File: src/core/i2c_slave_defines.vh
// shared constants of the i2c slave with clock stretching and address hold
`ifndef I2C_SLAVE_DEFINES_VH
`define I2C_SLAVE_DEFINES_VH
// ----------------------------------------
// byte framing
// ----------------------------------------
`define BYTE_BITS 4'h8
`define CNT_ZERO 4'h0
`define CNT_ONE 4'h1
`define TEN_BIT_PREFIX 5'h1E
// ----------------------------------------
// reset values and driven pin level
// ----------------------------------------
`define ADDR_RESET 8'h00
`define BYTE_RESET 8'h00
`define CKP_RESET 1'b1
`define PIN_LOW 1'b0
// ----------------------------------------
// buffering defaults
// ----------------------------------------
`define DATA_WIDTH 8
`define FIFO_DEPTH 16
`define FIFO_AW 4
`endif

File: src/core/i2c_slave_stretch_addr_hold.v
// i2c slave engine with address/data hold, clock stretching and 10-bit addressing
`timescale 1ns/100ps
`default_nettype none
`include "i2c_slave_defines.vh"
module i2c_slave_stretch_addr_hold #(
  parameter DATA_W = `DATA_WIDTH,
  parameter FIFO_DEPTH = `FIFO_DEPTH,
  parameter FIFO_AW = `FIFO_AW
) (
  input wire CLK_IN,
  input wire SYS_RST_IN,
  input wire SCL_IN,
  input wire SDA_IN,
  output wire SCL_OUT,
  output wire SCL_OE_N_OUT,
  output wire SDA_OUT,
  output wire SDA_OE_N_OUT,
  input wire ADDR_HOLD_EN_IN,
  input wire DATA_HOLD_EN_IN,
  input wire STRETCH_EN_IN,
  input wire START_IRQ_EN_IN,
  input wire TEN_BIT_EN_IN,
  input wire ACK_VALUE_IN,
  input wire CLK_RELEASE_SET_IN,
  input wire IRQ_CLEAR_IN,
  input wire ADDR_WR_IN,
  input wire [7:0] ADDR_WR_DATA_IN,
  input wire TX_WR_IN,
  input wire [7:0] TX_DATA_IN,
  input wire RX_READY_IN,
  output wire RX_VALID_OUT,
  output wire [DATA_W-1:0] RX_DATA_OUT,
  output wire SERIAL_IRQ_FLAG_OUT,
  output wire CLOCK_RELEASE_BIT_OUT,
  output wire BUFFER_FULL_FLAG_OUT,
  output wire UPDATE_ADDRESS_FLAG_OUT,
  output wire ACK_TIMING_STATUS_OUT,
  output wire RECEIVED_ACK_STATUS_OUT,
  output wire READ_WRITE_STATUS_OUT,
  output wire DATA_ADDRESS_STATUS_OUT,
  output wire START_SEEN_OUT,
  output wire [7:0] SLAVE_ADDRESS_OUT
);
  // ----------------------------------------
  // states and byte kinds
  // ----------------------------------------
  localparam ST_IDLE = 3'h0;
  localparam ST_RECV = 3'h1;
  localparam ST_HOLD = 3'h2;
  localparam ST_ACK = 3'h3;
  localparam ST_TX = 3'h4;
  localparam ST_TXACK = 3'h5;
  localparam KIND_ADDR = 2'h0;
  localparam KIND_LOW = 2'h1;
  localparam KIND_DATA = 2'h2;

  // ----------------------------------------
  // declarations
  // ----------------------------------------
  wire [1:0] pins_sync;
  wire scl_s;
  wire sda_s;
  reg scl_d;
  reg sda_d;
  wire scl_rise;
  wire scl_fall;
  wire start_det;
  wire stop_det;
  reg [2:0] state;
  reg [3:0] cnt;
  reg [7:0] shreg;
  reg [7:0] tx_sh;
  reg [1:0] kind;
  reg [1:0] kind_after;
  reg ack_drive;
  reg ua_pending;
  reg ten_matched;
  reg scl_oe_n;
  reg sda_oe_n;
  reg serial_irq_flag;
  reg clock_release_bit;
  reg buffer_full_flag;
  reg update_address_flag;
  reg ack_timing_status;
  reg received_ack_status;
  reg read_write;
  reg data_address;
  reg start_seen;
  reg [7:0] slave_address_reg;
  reg fifo_in_valid;
  reg [DATA_W-1:0] fifo_in_data;
  wire fifo_in_ready;
  wire fifo_out_valid;
  wire [DATA_W-1:0] fifo_out_data;
  wire fifo_drain;
  reg rx_valid;
  reg [DATA_W-1:0] rx_data;
  wire rx_pop;
  wire first_hit;
  wire need_hold;

  // ----------------------------------------
  // address decode
  // ----------------------------------------
  // first byte: 7-bit compare, or 10-bit prefix plus two high bits
  function addr_match;
    input [7:0] rx;
    input [7:0] own;
    input ten;
    input seen_low;
    begin
      if (ten) begin
        addr_match = (rx[7:3] == `TEN_BIT_PREFIX) && (rx[2:1] == own[2:1])
          && (~rx[0] | seen_low);
      end else begin
        addr_match = (rx[7:1] == own[7:1]);
      end
    end
  endfunction

  assign first_hit = addr_match(shreg, slave_address_reg, TEN_BIT_EN_IN, ten_matched);

  // ----------------------------------------
  // pin synchronisers and edge detect
  // ----------------------------------------
  i2c_pin_sync #(
    .WIDTH(2)
  ) u_sync (
    .clk_in(CLK_IN),
    .rst_in(SYS_RST_IN),
    .async_in({SCL_IN, SDA_IN}),
    .sync_out(pins_sync)
  );

  assign scl_s = pins_sync[1];
  assign sda_s = pins_sync[0];

  // delayed copies of the synchronised levels for edges
  always @(posedge CLK_IN or posedge SYS_RST_IN) begin
    if (SYS_RST_IN) begin
      scl_d <= 1'b1;
      sda_d <= 1'b1;
    end else begin
      scl_d <= scl_s;
      sda_d <= sda_s;
    end
  end

  assign scl_rise = scl_s & ~scl_d;
  assign scl_fall = ~scl_s & scl_d;
  assign start_det = scl_s & scl_d & sda_d & ~sda_s;
  assign stop_det = scl_s & scl_d & ~sda_d & sda_s;

  // ----------------------------------------
  // protocol engine and software flags
  // ----------------------------------------
  // software actions first; later hardware assignments win the same cycle
  always @(posedge CLK_IN or posedge SYS_RST_IN) begin
    if (SYS_RST_IN) begin
      state <= ST_IDLE;
      cnt <= `CNT_ZERO;
      shreg <= `BYTE_RESET;
      tx_sh <= `BYTE_RESET;
      kind <= KIND_ADDR;
      kind_after <= KIND_ADDR;
      ack_drive <= 1'b0;
      ua_pending <= 1'b0;
      ten_matched <= 1'b0;
      serial_irq_flag <= 1'b0;
      clock_release_bit <= `CKP_RESET;
      buffer_full_flag <= 1'b0;
      update_address_flag <= 1'b0;
      ack_timing_status <= 1'b0;
      received_ack_status <= 1'b0;
      read_write <= 1'b0;
      data_address <= 1'b0;
      start_seen <= 1'b0;
      slave_address_reg <= `ADDR_RESET;
      fifo_in_valid <= 1'b0;
      fifo_in_data <= `BYTE_RESET;
    end else begin
      fifo_in_valid <= 1'b0;
      if (IRQ_CLEAR_IN) begin
        serial_irq_flag <= 1'b0;
      end
      if (CLK_RELEASE_SET_IN) begin
        clock_release_bit <= 1'b1;
      end
      if (rx_pop) begin
        buffer_full_flag <= 1'b0;
      end
      if (ADDR_WR_IN) begin
        slave_address_reg <= ADDR_WR_DATA_IN;
        update_address_flag <= 1'b0;
      end
      if (TX_WR_IN) begin
        tx_sh <= TX_DATA_IN;
        buffer_full_flag <= 1'b1;
      end
      case (state)
        ST_IDLE: begin
          cnt <= `CNT_ZERO;
        end
        ST_RECV: begin
          if (scl_rise) begin
            shreg <= {shreg[6:0], sda_s};
            cnt <= cnt + `CNT_ONE;
          end else if (scl_fall && cnt == `BYTE_BITS) begin
            if (kind == KIND_ADDR) begin
              if (first_hit) begin
                read_write <= shreg[0];
                data_address <= 1'b0;
                fifo_in_valid <= 1'b1;
                fifo_in_data <= shreg;
                buffer_full_flag <= 1'b1;
                // only a 10-bit high write byte waits for the address update
                ua_pending <= TEN_BIT_EN_IN & ~shreg[0];
                kind_after <= (TEN_BIT_EN_IN & ~shreg[0]) ? KIND_LOW : KIND_DATA;
                if (ADDR_HOLD_EN_IN) begin
                  clock_release_bit <= 1'b0;
                  serial_irq_flag <= 1'b1;
                  ack_timing_status <= 1'b1;
                  state <= ST_HOLD;
                end else begin
                  ack_drive <= fifo_in_ready;
                  ack_timing_status <= 1'b1;
                  state <= ST_ACK;
                end
              end else begin
                state <= ST_IDLE;
              end
            end else if (kind == KIND_LOW) begin
              // mismatch still reports so software can restore the high byte
              ua_pending <= 1'b1;
              kind_after <= KIND_DATA;
              ack_timing_status <= 1'b1;
              if (shreg == slave_address_reg) begin
                fifo_in_valid <= 1'b1;
                fifo_in_data <= shreg;
                buffer_full_flag <= 1'b1;
                ten_matched <= 1'b1;
                ack_drive <= fifo_in_ready;
              end else begin
                ack_drive <= 1'b0;
              end
              state <= ST_ACK;
            end else begin
              data_address <= 1'b1;
              fifo_in_valid <= 1'b1;
              fifo_in_data <= shreg;
              buffer_full_flag <= 1'b1;
              ack_timing_status <= 1'b1;
              if (DATA_HOLD_EN_IN) begin
                clock_release_bit <= 1'b0;
                serial_irq_flag <= 1'b1;
                state <= ST_HOLD;
              end else begin
                // full fifo answers nack instead of losing a byte
                ack_drive <= fifo_in_ready;
                state <= ST_ACK;
              end
            end
          end
        end
        ST_HOLD: begin
          // software has set the release bit: send its chosen ack value
          if (clock_release_bit) begin
            ack_drive <= ~ACK_VALUE_IN;
            state <= ST_ACK;
          end
        end
        ST_ACK: begin
          if (scl_fall) begin
            ack_drive <= 1'b0;
            ack_timing_status <= 1'b0;
            ua_pending <= 1'b0;
            cnt <= `CNT_ZERO;
            kind <= kind_after;
            if (ua_pending) begin
              update_address_flag <= 1'b1;
              serial_irq_flag <= 1'b1;
            end
            if (!ack_drive) begin
              state <= ST_IDLE;
            end else begin
              serial_irq_flag <= 1'b1;
              if (read_write && kind == KIND_ADDR) begin
                clock_release_bit <= 1'b0;
                state <= ST_TX;
              end else begin
                if (STRETCH_EN_IN) begin
                  clock_release_bit <= 1'b0;
                end
                state <= ST_RECV;
              end
            end
          end
        end
        ST_TX: begin
          if (scl_fall) begin
            tx_sh <= {tx_sh[6:0], 1'b0};
            cnt <= cnt + `CNT_ONE;
            if (cnt + `CNT_ONE == `BYTE_BITS) begin
              buffer_full_flag <= 1'b0;
              state <= ST_TXACK;
            end
          end
        end
        ST_TXACK: begin
          if (scl_rise) begin
            received_ack_status <= sda_s;
          end else if (scl_fall) begin
            serial_irq_flag <= 1'b1;
            cnt <= `CNT_ZERO;
            if (!received_ack_status) begin
              clock_release_bit <= 1'b0;
              state <= ST_TX;
            end else begin
              state <= ST_IDLE;
            end
          end
        end
        default: begin
          state <= ST_IDLE;
        end
      endcase
      // bus conditions override any byte in progress
      if (start_det) begin
        state <= ST_RECV;
        kind <= KIND_ADDR;
        cnt <= `CNT_ZERO;
        ack_drive <= 1'b0;
        ua_pending <= 1'b0;
        start_seen <= 1'b1;
        if (START_IRQ_EN_IN) begin
          serial_irq_flag <= 1'b1;
        end
      end else if (stop_det) begin
        state <= ST_IDLE;
        ack_drive <= 1'b0;
        ua_pending <= 1'b0;
        ten_matched <= 1'b0;
        start_seen <= 1'b0;
      end
    end
  end

  // ----------------------------------------
  // pin drivers
  // ----------------------------------------
  // hold only once SCL is seen low so the master's high time is kept;
  // the hold state keeps SCL low until the chosen ack is on SDA, else a false start
  assign need_hold = ~clock_release_bit | update_address_flag | (state == ST_HOLD);

  always @(posedge CLK_IN or posedge SYS_RST_IN) begin
    if (SYS_RST_IN) begin
      scl_oe_n <= 1'b1;
      sda_oe_n <= 1'b1;
    end else begin
      scl_oe_n <= ~(need_hold & (~scl_oe_n | ~scl_s));
      sda_oe_n <= ~((state == ST_ACK && ack_drive) || (state == ST_TX && !tx_sh[7]));
    end
  end

  assign SCL_OUT = `PIN_LOW;
  assign SDA_OUT = `PIN_LOW;
  assign SCL_OE_N_OUT = scl_oe_n;
  assign SDA_OE_N_OUT = sda_oe_n;

  // ----------------------------------------
  // receive buffering
  // ----------------------------------------
  i2c_rx_fifo #(
    .WIDTH(DATA_W),
    .DEPTH(FIFO_DEPTH),
    .AW(FIFO_AW)
  ) u_fifo (
    .clk_in(CLK_IN),
    .rst_in(SYS_RST_IN),
    .in_valid_in(fifo_in_valid),
    .in_ready_out(fifo_in_ready),
    .in_data_in(fifo_in_data),
    .out_valid_out(fifo_out_valid),
    .out_ready_in(fifo_drain),
    .out_data_out(fifo_out_data)
  );

  // output stage keeps the read port registered
  assign fifo_drain = ~rx_valid | RX_READY_IN;
  assign rx_pop = rx_valid & RX_READY_IN;

  always @(posedge CLK_IN or posedge SYS_RST_IN) begin
    if (SYS_RST_IN) begin
      rx_valid <= 1'b0;
      rx_data <= {DATA_W{1'b0}};
    end else if (fifo_drain) begin
      rx_valid <= fifo_out_valid;
      rx_data <= fifo_out_data;
    end
  end

  // ----------------------------------------
  // status outputs
  // ----------------------------------------
  assign RX_VALID_OUT = rx_valid;
  assign RX_DATA_OUT = rx_data;
  assign SERIAL_IRQ_FLAG_OUT = serial_irq_flag;
  assign CLOCK_RELEASE_BIT_OUT = clock_release_bit;
  assign BUFFER_FULL_FLAG_OUT = buffer_full_flag;
  assign UPDATE_ADDRESS_FLAG_OUT = update_address_flag;
  assign ACK_TIMING_STATUS_OUT = ack_timing_status;
  assign RECEIVED_ACK_STATUS_OUT = received_ack_status;
  assign READ_WRITE_STATUS_OUT = read_write;
  assign DATA_ADDRESS_STATUS_OUT = data_address;
  assign START_SEEN_OUT = start_seen;
  assign SLAVE_ADDRESS_OUT = slave_address_reg;
endmodule // i2c_slave_stretch_addr_hold
`default_nettype wire

File: src/core/i2c_pin_sync.v
// two flip-flop synchroniser for asynchronous pin inputs
`timescale 1ns/100ps
`default_nettype none
module i2c_pin_sync #(
  parameter WIDTH = 2
) (
  input wire clk_in,
  input wire rst_in,
  input wire [WIDTH-1:0] async_in,
  output wire [WIDTH-1:0] sync_out
);
  // ----------------------------------------
  // synchroniser stages
  // ----------------------------------------
  reg [WIDTH-1:0] stage_one;
  reg [WIDTH-1:0] stage_two;

  // idle bus is high, so reset to ones
  always @(posedge clk_in or posedge rst_in) begin
    if (rst_in) begin
      stage_one <= {WIDTH{1'b1}};
      stage_two <= {WIDTH{1'b1}};
    end else begin
      stage_one <= async_in;
      stage_two <= stage_one;
    end
  end

  assign sync_out = stage_two;
endmodule // i2c_pin_sync
`default_nettype wire

File: src/core/i2c_rx_fifo.v
// receive fifo with valid and ready on both sides
`timescale 1ns/100ps
`default_nettype none
module i2c_rx_fifo #(
  parameter WIDTH = 8,
  parameter DEPTH = 16,
  parameter AW = 4
) (
  input wire clk_in,
  input wire rst_in,
  input wire in_valid_in,
  output wire in_ready_out,
  input wire [WIDTH-1:0] in_data_in,
  output wire out_valid_out,
  input wire out_ready_in,
  output wire [WIDTH-1:0] out_data_out
);
  // ----------------------------------------
  // storage and pointers
  // ----------------------------------------
  reg [WIDTH-1:0] mem [0:DEPTH-1];
  reg [AW:0] wr_ptr;
  reg [AW:0] rd_ptr;
  wire full;
  wire empty;
  wire do_wr;
  wire do_rd;

  // extra pointer bit tells full from empty
  assign empty = (wr_ptr == rd_ptr);
  assign full = (wr_ptr[AW] != rd_ptr[AW]) && (wr_ptr[AW-1:0] == rd_ptr[AW-1:0]);
  assign in_ready_out = ~full;
  assign out_valid_out = ~empty;
  assign out_data_out = mem[rd_ptr[AW-1:0]];
  assign do_wr = in_valid_in & ~full;
  assign do_rd = out_ready_in & ~empty;

  // memory write, no reset needed on data
  always @(posedge clk_in) begin
    if (do_wr) begin
      mem[wr_ptr[AW-1:0]] <= in_data_in;
    end
  end

  // pointer update
  always @(posedge clk_in or posedge rst_in) begin
    if (rst_in) begin
      wr_ptr <= {(AW+1){1'b0}};
      rd_ptr <= {(AW+1){1'b0}};
    end else begin
      if (do_wr) begin
        wr_ptr <= wr_ptr + {{AW{1'b0}}, 1'b1};
      end
      if (do_rd) begin
        rd_ptr <= rd_ptr + {{AW{1'b0}}, 1'b1};
      end
    end
  end
endmodule // i2c_rx_fifo
`default_nettype wire

File: config.mk
export PLATFORM = sky130hd
export DESIGN_NAME = i2c_slave_stretch_addr_hold
export DESIGN_NICKNAME = d
export VERILOG_FILES = /design/src/core/i2c_slave_stretch_addr_hold.v /design/src/core/i2c_pin_sync.v /design/src/core/i2c_rx_fifo.v
export VERILOG_INCLUDE_DIRS = /design/src /design/src/core
export SDC_FILE = /design/constraint.sdc
export NUM_CORES = 1
export LEC_CHECK = 0
export BUFFER_PORTS_ARGS = -buffer_cell sky130_fd_sc_hd__buf_2
export CORE_ASPECT_RATIO = 2
export CORE_MARGIN = 10
export CORE_UTILIZATION = 40
export DETAILED_ROUTE_END_ITERATION = 10
export PLACE_DENSITY_LB_ADDON = 0.08
export SETUP_SLACK_MARGIN = 0.02
export SKIP_CTS_REPAIR_TIMING = 1
export SYNTH_ARGS = -nofsm -noshare
export SYNTH_HDL_FRONTEND = slang
export SYNTH_SLANG_ARGS = --single-unit
File: constraint.sdc
create_clock -name CLK_IN -period 3.5 [get_ports CLK_IN]
set_input_delay 0 -clock CLK_IN [delete_from_list [all_inputs] [get_ports CLK_IN]]
set_output_delay 0 -clock CLK_IN [all_outputs]
set_load 0.005 [all_outputs]
# [Yosys cells after proc, flatten, opt, wreduce, memory -nomap -nowiden]
# Memories as Yosys holds them, arrays and structs flattened. A register that Yosys moved wholly into a read port is not among the register bits.
# Cells that the tools add are included.
[word_totals] ramBits=128 wordCells=269 in_bits=31 regBits=75 output_inout_bits=30 memories=1
[classes] add_sub_neg=3 muxes=135 reduce_logical=31 eq_ne=38 bitwise=31
[memory_table] name="u_fifo.mem" words=16 word_bits=8 read_ports=1 rd_clocked_by_memory_dff=1 wr=1 line="i2c_rx_fifo.v:21" text="reg [WIDTH-1:0] mem [0:DEPTH-1];"
[op_table] op="two-way mux 1 bit" count=93
[op_table] op="two-way mux 8 bit" count=7
[op_table] op="two-way mux 3 bit" count=15
[op_table] op="inequality test 4 bit, second input constant" count=8
[op_table] op="AND reduction 5 bit" count=5
[op_table] op="two-way mux 4 bit" count=5
[op_table] op="one-hot mux 4 bit (5 select lines)" count=1
[op_table] op="one-hot mux 3 bit (6 select lines)" count=1
[op_table] op="inequality test 3 bit, second input constant" count=5
[op_table] op="inequality test 5 bit, second input constant" count=3
[op_table] op="two-way mux 2 bit" count=7
[op_table] op="inverter 1 bit" count=14
[op_table] op="bitwise AND 1 bit" count=12
[op_table] op="adder 5 x 1 -> 5 bit, second input constant" count=2
[op_table] op="nonzero test 2 bit" count=5
[op_table] op="one-hot mux 1 bit (3 select lines)" count=3
[op_table] op="AND reduction 9 bit" count=1
[op_table] op="equality test 4 bit, second input constant" count=2
[op_table] op="equality test 8 bit" count=1
[op_table] op="inequality test 2 bit, second input constant" count=4
[op_table] op="AND reduction 8 bit" count=1
[op_table] op="equality test 7 bit" count=1
[op_table] op="logical AND 1 bit" count=7
[op_table] op="equality test 3 x 2 -> 1 bit, second input constant" count=2
[op_table] op="other kinds (24)" count=33

# [Depth between registers and ports, before layout]
[logic_depth] word_depth=11 ltp_mapped=8 depth_no_buf=8

# [Cells and area by module]
# Synthesis repeated with hierarchy kept, for this count alone.
[hier_totals] hier_cells=627 area_unflattened_um2=9425.3
[by_module_without_submodules] module="i2c_rx_fifo" cells_each=285 instances=1 area_each_um2=5637.9
[by_module_without_submodules] module="i2c_slave_stretch_addr_hold" cells_each=337 instances=1 area_each_um2=3678.5
[by_module_without_submodules] module="i2c_pin_sync" cells_each=5 instances=1 area_each_um2=108.9

# [Worst setup path before layout]
# OpenSTA, ideal clock, no wires.
[synth_path] path_type="flip-flop to flip-flop" from="register u_fifo.wr_ptr[3]" to="memory u_fifo.mem[3][0], enable pin" synth_period_minus_slack_ns=2.416 setup_slack_ns=1.084 path_buffers=2 stages_incl_launch_ff=9 arrival_ns=2.032 cell_sequence="dfrtp_1 > clkbuf_1 > xor2_1 > nor4_1 > nand2b_1 > and2_1 > clkbuf_1 > nand2_1 > nor3_1"
[synth_via] elab_chain_cells=6
[synth_lines] item="start, declared" line="i2c_rx_fifo.v:22" text="reg [AW:0] wr_ptr;"
[synth_lines] item="start signal, assigned" line="i2c_rx_fifo.v:48" text="wr_ptr <= {(AW+1){1'b0}};"
[synth_lines] item="start signal, assigned" line="i2c_rx_fifo.v:52" text="wr_ptr <= wr_ptr + {{AW{1'b0}}, 1'b1};"
[synth_lines] item="equality test 4 bit" line="i2c_rx_fifo.v:31" text="assign full = (wr_ptr[AW] != rd_ptr[AW]) && (wr_ptr[AW-1:0] == rd_ptr[AW-1:0]);"
[synth_lines] item="logical AND 1 bit" line="i2c_rx_fifo.v:31"
[synth_lines] item="inverter 1 bit" line="i2c_rx_fifo.v:35" text="assign do_wr = in_valid_in & ~full;"
[synth_lines] item="bitwise AND 1 bit" line="i2c_rx_fifo.v:35"
[synth_lines] item="two-way mux 1 bit" line="i2c_rx_fifo.v:40" text="if (do_wr) begin"
[synth_lines] item="two-way mux 1 bit (not written as such)" line="i2c_rx_fifo.v:41" text="mem[wr_ptr[AW-1:0]] <= in_data_in;"
[synth_lines] item="end, declared" line="i2c_rx_fifo.v:21"
# Several ways; a longest one is shown, not always the timed one.

# [Worst setup path in the final report]
[layout_path] from="register state[1]" to="register serial_irq_flag (netlist: SERIAL_IRQ_FLAG_OUT)"
[layout_via] elab_chain_cells=4
[layout_lines] item="start, declared" line="i2c_slave_stretch_addr_hold.v:69" text="reg [2:0] state;"
[layout_lines] item="start signal, assigned" line="i2c_slave_stretch_addr_hold.v:160" text="state <= ST_IDLE;"
[layout_lines] item="start signal, assigned" line="i2c_slave_stretch_addr_hold.v:223" text="state <= ST_HOLD;"
[layout_lines] item="start signal, assigned" line="i2c_slave_stretch_addr_hold.v:227" text="state <= ST_ACK;"
[layout_lines] item="equality test 3 bit, or another cell as far along" line="i2c_slave_stretch_addr_hold.v:200" text="case (state)"
[layout_lines] item="one-hot mux 1 bit (3 select lines) *" line="i2c_slave_stretch_addr_hold.v:200"
[layout_lines] item="two-way mux 1 bit" line="i2c_slave_stretch_addr_hold.v:335" text="if (START_IRQ_EN_IN) begin"
[layout_lines] item="two-way mux 1 bit *" line="i2c_slave_stretch_addr_hold.v:328" text="if (start_det) begin"
[layout_lines] item="end signal, assigned" line="i2c_slave_stretch_addr_hold.v:221" text="serial_irq_flag <= 1'b1;"
[layout_lines] item="end signal, assigned" line="i2c_slave_stretch_addr_hold.v:313" text="serial_irq_flag <= 1'b1;"
[layout_lines] item="end signal, assigned" line="i2c_slave_stretch_addr_hold.v:336" text="serial_irq_flag <= 1'b1;"
[layout_lines] item="end, declared" line="i2c_slave_stretch_addr_hold.v:80" text="reg serial_irq_flag;"
# Mark *: on every way between the ends. The rest lies on a longest branch, timed or not.
# A chain may end at the register's enable or synchronous reset.

==> results.md <==
* Final core occ at 48.1%
* Yosys Warn Count at 0
* Largest net degree at the start of global routing at 46
* Headroom to the max-slew limit at 50.9%
* Worst hold stages at 3
* Required time of the critical path at 3940 ps
* Crit path from: state[1]
* Area delta synth->final at 19.0%
* Max Cap Violations at 0
* Post-DP Area at 9580 sq um
* Crit path time final at 3140 ps
* Crit share post-route at 89.8%
* Failing checks: hold timing
* Ant diodes at 0
* Nets@finish at 708
* Ys async rst share at 39.3%
* Min-Delay Path Class: in -> reg
* Reg-to-Reg Start: state[1]
* Vias in the first global route at 5451
* Worst-margin pin slew at 736 ps
* Mapped Cells at 559
* Yosys top cell by area: edfxtp_1
* First-pass GRT wire length at 33100 microns
* FMAX at 0.318 GHz
* CTS clk-pin slew, worst paths at 70 ps
* # placed instances at 889
* R2R cell count at 7
* Avg WL per Cell at 22.6 microns
* Largest cells by area after synthesis: edfxtp_1 (43%), dfrtp_1 (21%), mux4_2 (10%), mux2_2 (4.7%), dfstp_2 (2.7%)
* Gr usage total at 14.7%
* Lkg Pwr at 3.76 nW
* Reg2reg end: SERIAL_IRQ_FLAG_OUT
* Initial Utilization at 40.4%
* Vias/cell at 5.35
* CTS max path bufs at 3
* # IOs at 61
* CP Launch Type: flop
* Worst-Skew Late Latency at 500 ps
* Share of cells above drive strength 1 at 30.0%
* Max VDD drop at 0.389 mV
* Cell area after synthesis at 8880 sq um
* Hold path endpoint: tx_sh[5]
* Worst hold margin at -29.1 ps
* CTS tree: done
* Area of the die at 28900 sq um
* Root buf cell: clkbuf_16
* CTS Buf Count at 19
* Final Hold Fails at 6
* Pwr Density at 599 nW/um^2
* Drt first pass iters at 4
* Aggregate global routing overflow at 0
* Post-synth EDFFs at 128
* Final setup violating endpoints at 0
* Distinct cell type count after synthesis at 59
* Overall die width at 125 microns
* RSZ-0062 raised after global routing: no
* Post-synthesis register bit count at 211
* Ys flop type: edfxtp_1
* CP max FO at 19
* Die Y at 231 microns
* Mapped Avg Cell Area at 15.9 sq um
* Startpoint of the worst hold path: TX_WR_IN
* Drt drc at 0
* Skew final at 10.1 ps
* Post-Layout Cell Count at 959
* Initial drt markers at 240
* Antenna violations before repair at 0
* Count of input and output buffers at 58
* Outcome: complete, but fails checks
* Non-Filler Cell Area, Final at 10600 sq um
* Core Rows at 77
* Crit. End Element: flop
* TritonCTS Sinks at 211
* Placer Congestion at 0.860
* Number of H-tree levels at 1
* Reg2reg setup slack at 360 ps
* Final WL at 21700 microns
* CP arrival at 3580 ps
* DP Wirelength at 15500 microns
* Top cell type's share of synthesized area at 43.3%
* Slew Viols, Final at 0
* Via count at 5130
* Core area at 22000 sq um
* Crit Path Category: reg -> reg
* Number of routed nets with antenna violations at 0
* Final TNS setup at 0 ps
* Seq/Total Area, Yosys at 66.8%
## worst max-delay path, stage by stage (launching register included)
cell	delay, ps
dfrtp_1	750
nor2b_1	460
o21ai_0	190
a211oi_1	370
a221oi_1	80
dlygate4sd3_1	580
o21ai_0	70
dlygate4sd3_1	570
## metrics by stage
step	setup slack (ps)	total power (W)
5_1_grt	156	0.00662
3_5_place_dp	719	0.00423
2_1_floorplan	1080	0.00386
6_report	356	0.00633
4_1_cts	692	0.00638
3_3_place_gp	713	0.00422
## cell type report
cell class | instances | area (sq um)
clock inverter | 4 | 73.8
timing repair buffer | 117 | 836
clock buffer | 30 | 556
multi-input combinational | 305 | 2760
fill | 1922 | 11400
sequential | 211 | 5930
tap | 276 | 345
inverter | 16 | 61.3
## Yosys cell counts (4+ instances only)
library cell / number
nor4_1: 4
nand2_1: 32
clkbuf_1: 17
a31oi_1: 4
xor2_1: 8
mux4_2: 40
dfrtp_1: 74
edfxtp_1: 128
and2_1: 5
nor2b_1: 7
dfstp_2: 9
ha_1: 7
o21ai_0: 25
nand3_1: 8
inv_1: 16
a21oi_1: 6
nand4_1: 7
buf_4: 5
mux2_2: 37
nor3_1: 11
nand2b_1: 8
buf_1: 5
xnor2_1: 16
mux2i_1: 9
nor2_1: 29
## cells by family (layout without fill, tap and decap cells)
| family | Yosys count | count (layout) | share of synthesized area [%] |
|---|---|---|---|
| compound gates | 64 | 64 | 4.93 |
| xor+xnor | 24 | 24 | 2.37 |
| fa+ha+maj | 7 | 7 | 0.986 |
| buf+inv | 44 | 167 | 2.16 |
| flops | 211 | 211 | 66.8 |
| mux | 86 | 86 | 15.8 |
| other cells | 1 | 2 | 0.0422 |
| simple gates | 122 | 122 | 6.89 |
## power breakdown
group | leakage, nW | internal (W) | switching (W)
registers | 2.04 | 0.00280 | 0.000180
clock network | 0.313 | 0.00125 | 0.000893
logic | 1.40 | 0.000579 | 0.000633
## routing by layer
metal	share of wire, %	track usage [%]
met1	33	14.0
met2	62	30.6
met3	2.9	1.81
met4	2.4	4.95
met5	0	0
## registers in the layout, indices dropped and copies added (netlist names), 2 cells and up
| name | count |
|---|---|
| u_fifo.rd_ptr | 5 |
| state | 3 |
| cnt | 4 |
| tx_sh | 8 |
| kind | 2 |
| u_fifo.mem | 128 |
| RX_DATA_OUT | 8 |
| u_fifo.wr_ptr | 5 |
| fifo_in_data | 8 |
| u_sync.sync_out | 2 |
| u_sync.stage_one | 2 |
| kind_after | 2 |
| shreg | 8 |
| SLAVE_ADDRESS_OUT | 8 |
## worst max path at each step
stage	cells after the start	end
2_1_floorplan	8	u_fifo.mem[3][0]
3_3_place_gp	6	fifo_in_data[6]
3_5_place_dp	6	fifo_in_data[4]
4_1_cts	6	fifo_in_data[4]
5_1_grt	7	SERIAL_IRQ_FLAG_OUT
6_report	7	SERIAL_IRQ_FLAG_OUT
## layout by cell type (no fill, tap or decap), types with 3 or more instances in the layout
cell type,n
a21oi_1,6
and2_1,5
dfrtp_1,73
buf_2,58
nand4_1,7
nor4_1,4
a31oi_1,4
o21ai_0,25
dlygate4sd3_1,36
nor2b_1,7
buf_4,22
nor2_1,29
xor2_1,8
xnor2_1,16
dfstp_2,9
ha_1,7
nand2_1,32
nand2b_1,8
mux2_2,37
mux4_2,40
nand3_1,8
nor3_1,11
clkbuf_1,5
clkbuf_16,20
mux2i_1,9
edfxtp_1,128
inv_1,15
clkbuf_2,3
No activity file was read; power rests on OpenSTA's default activity.
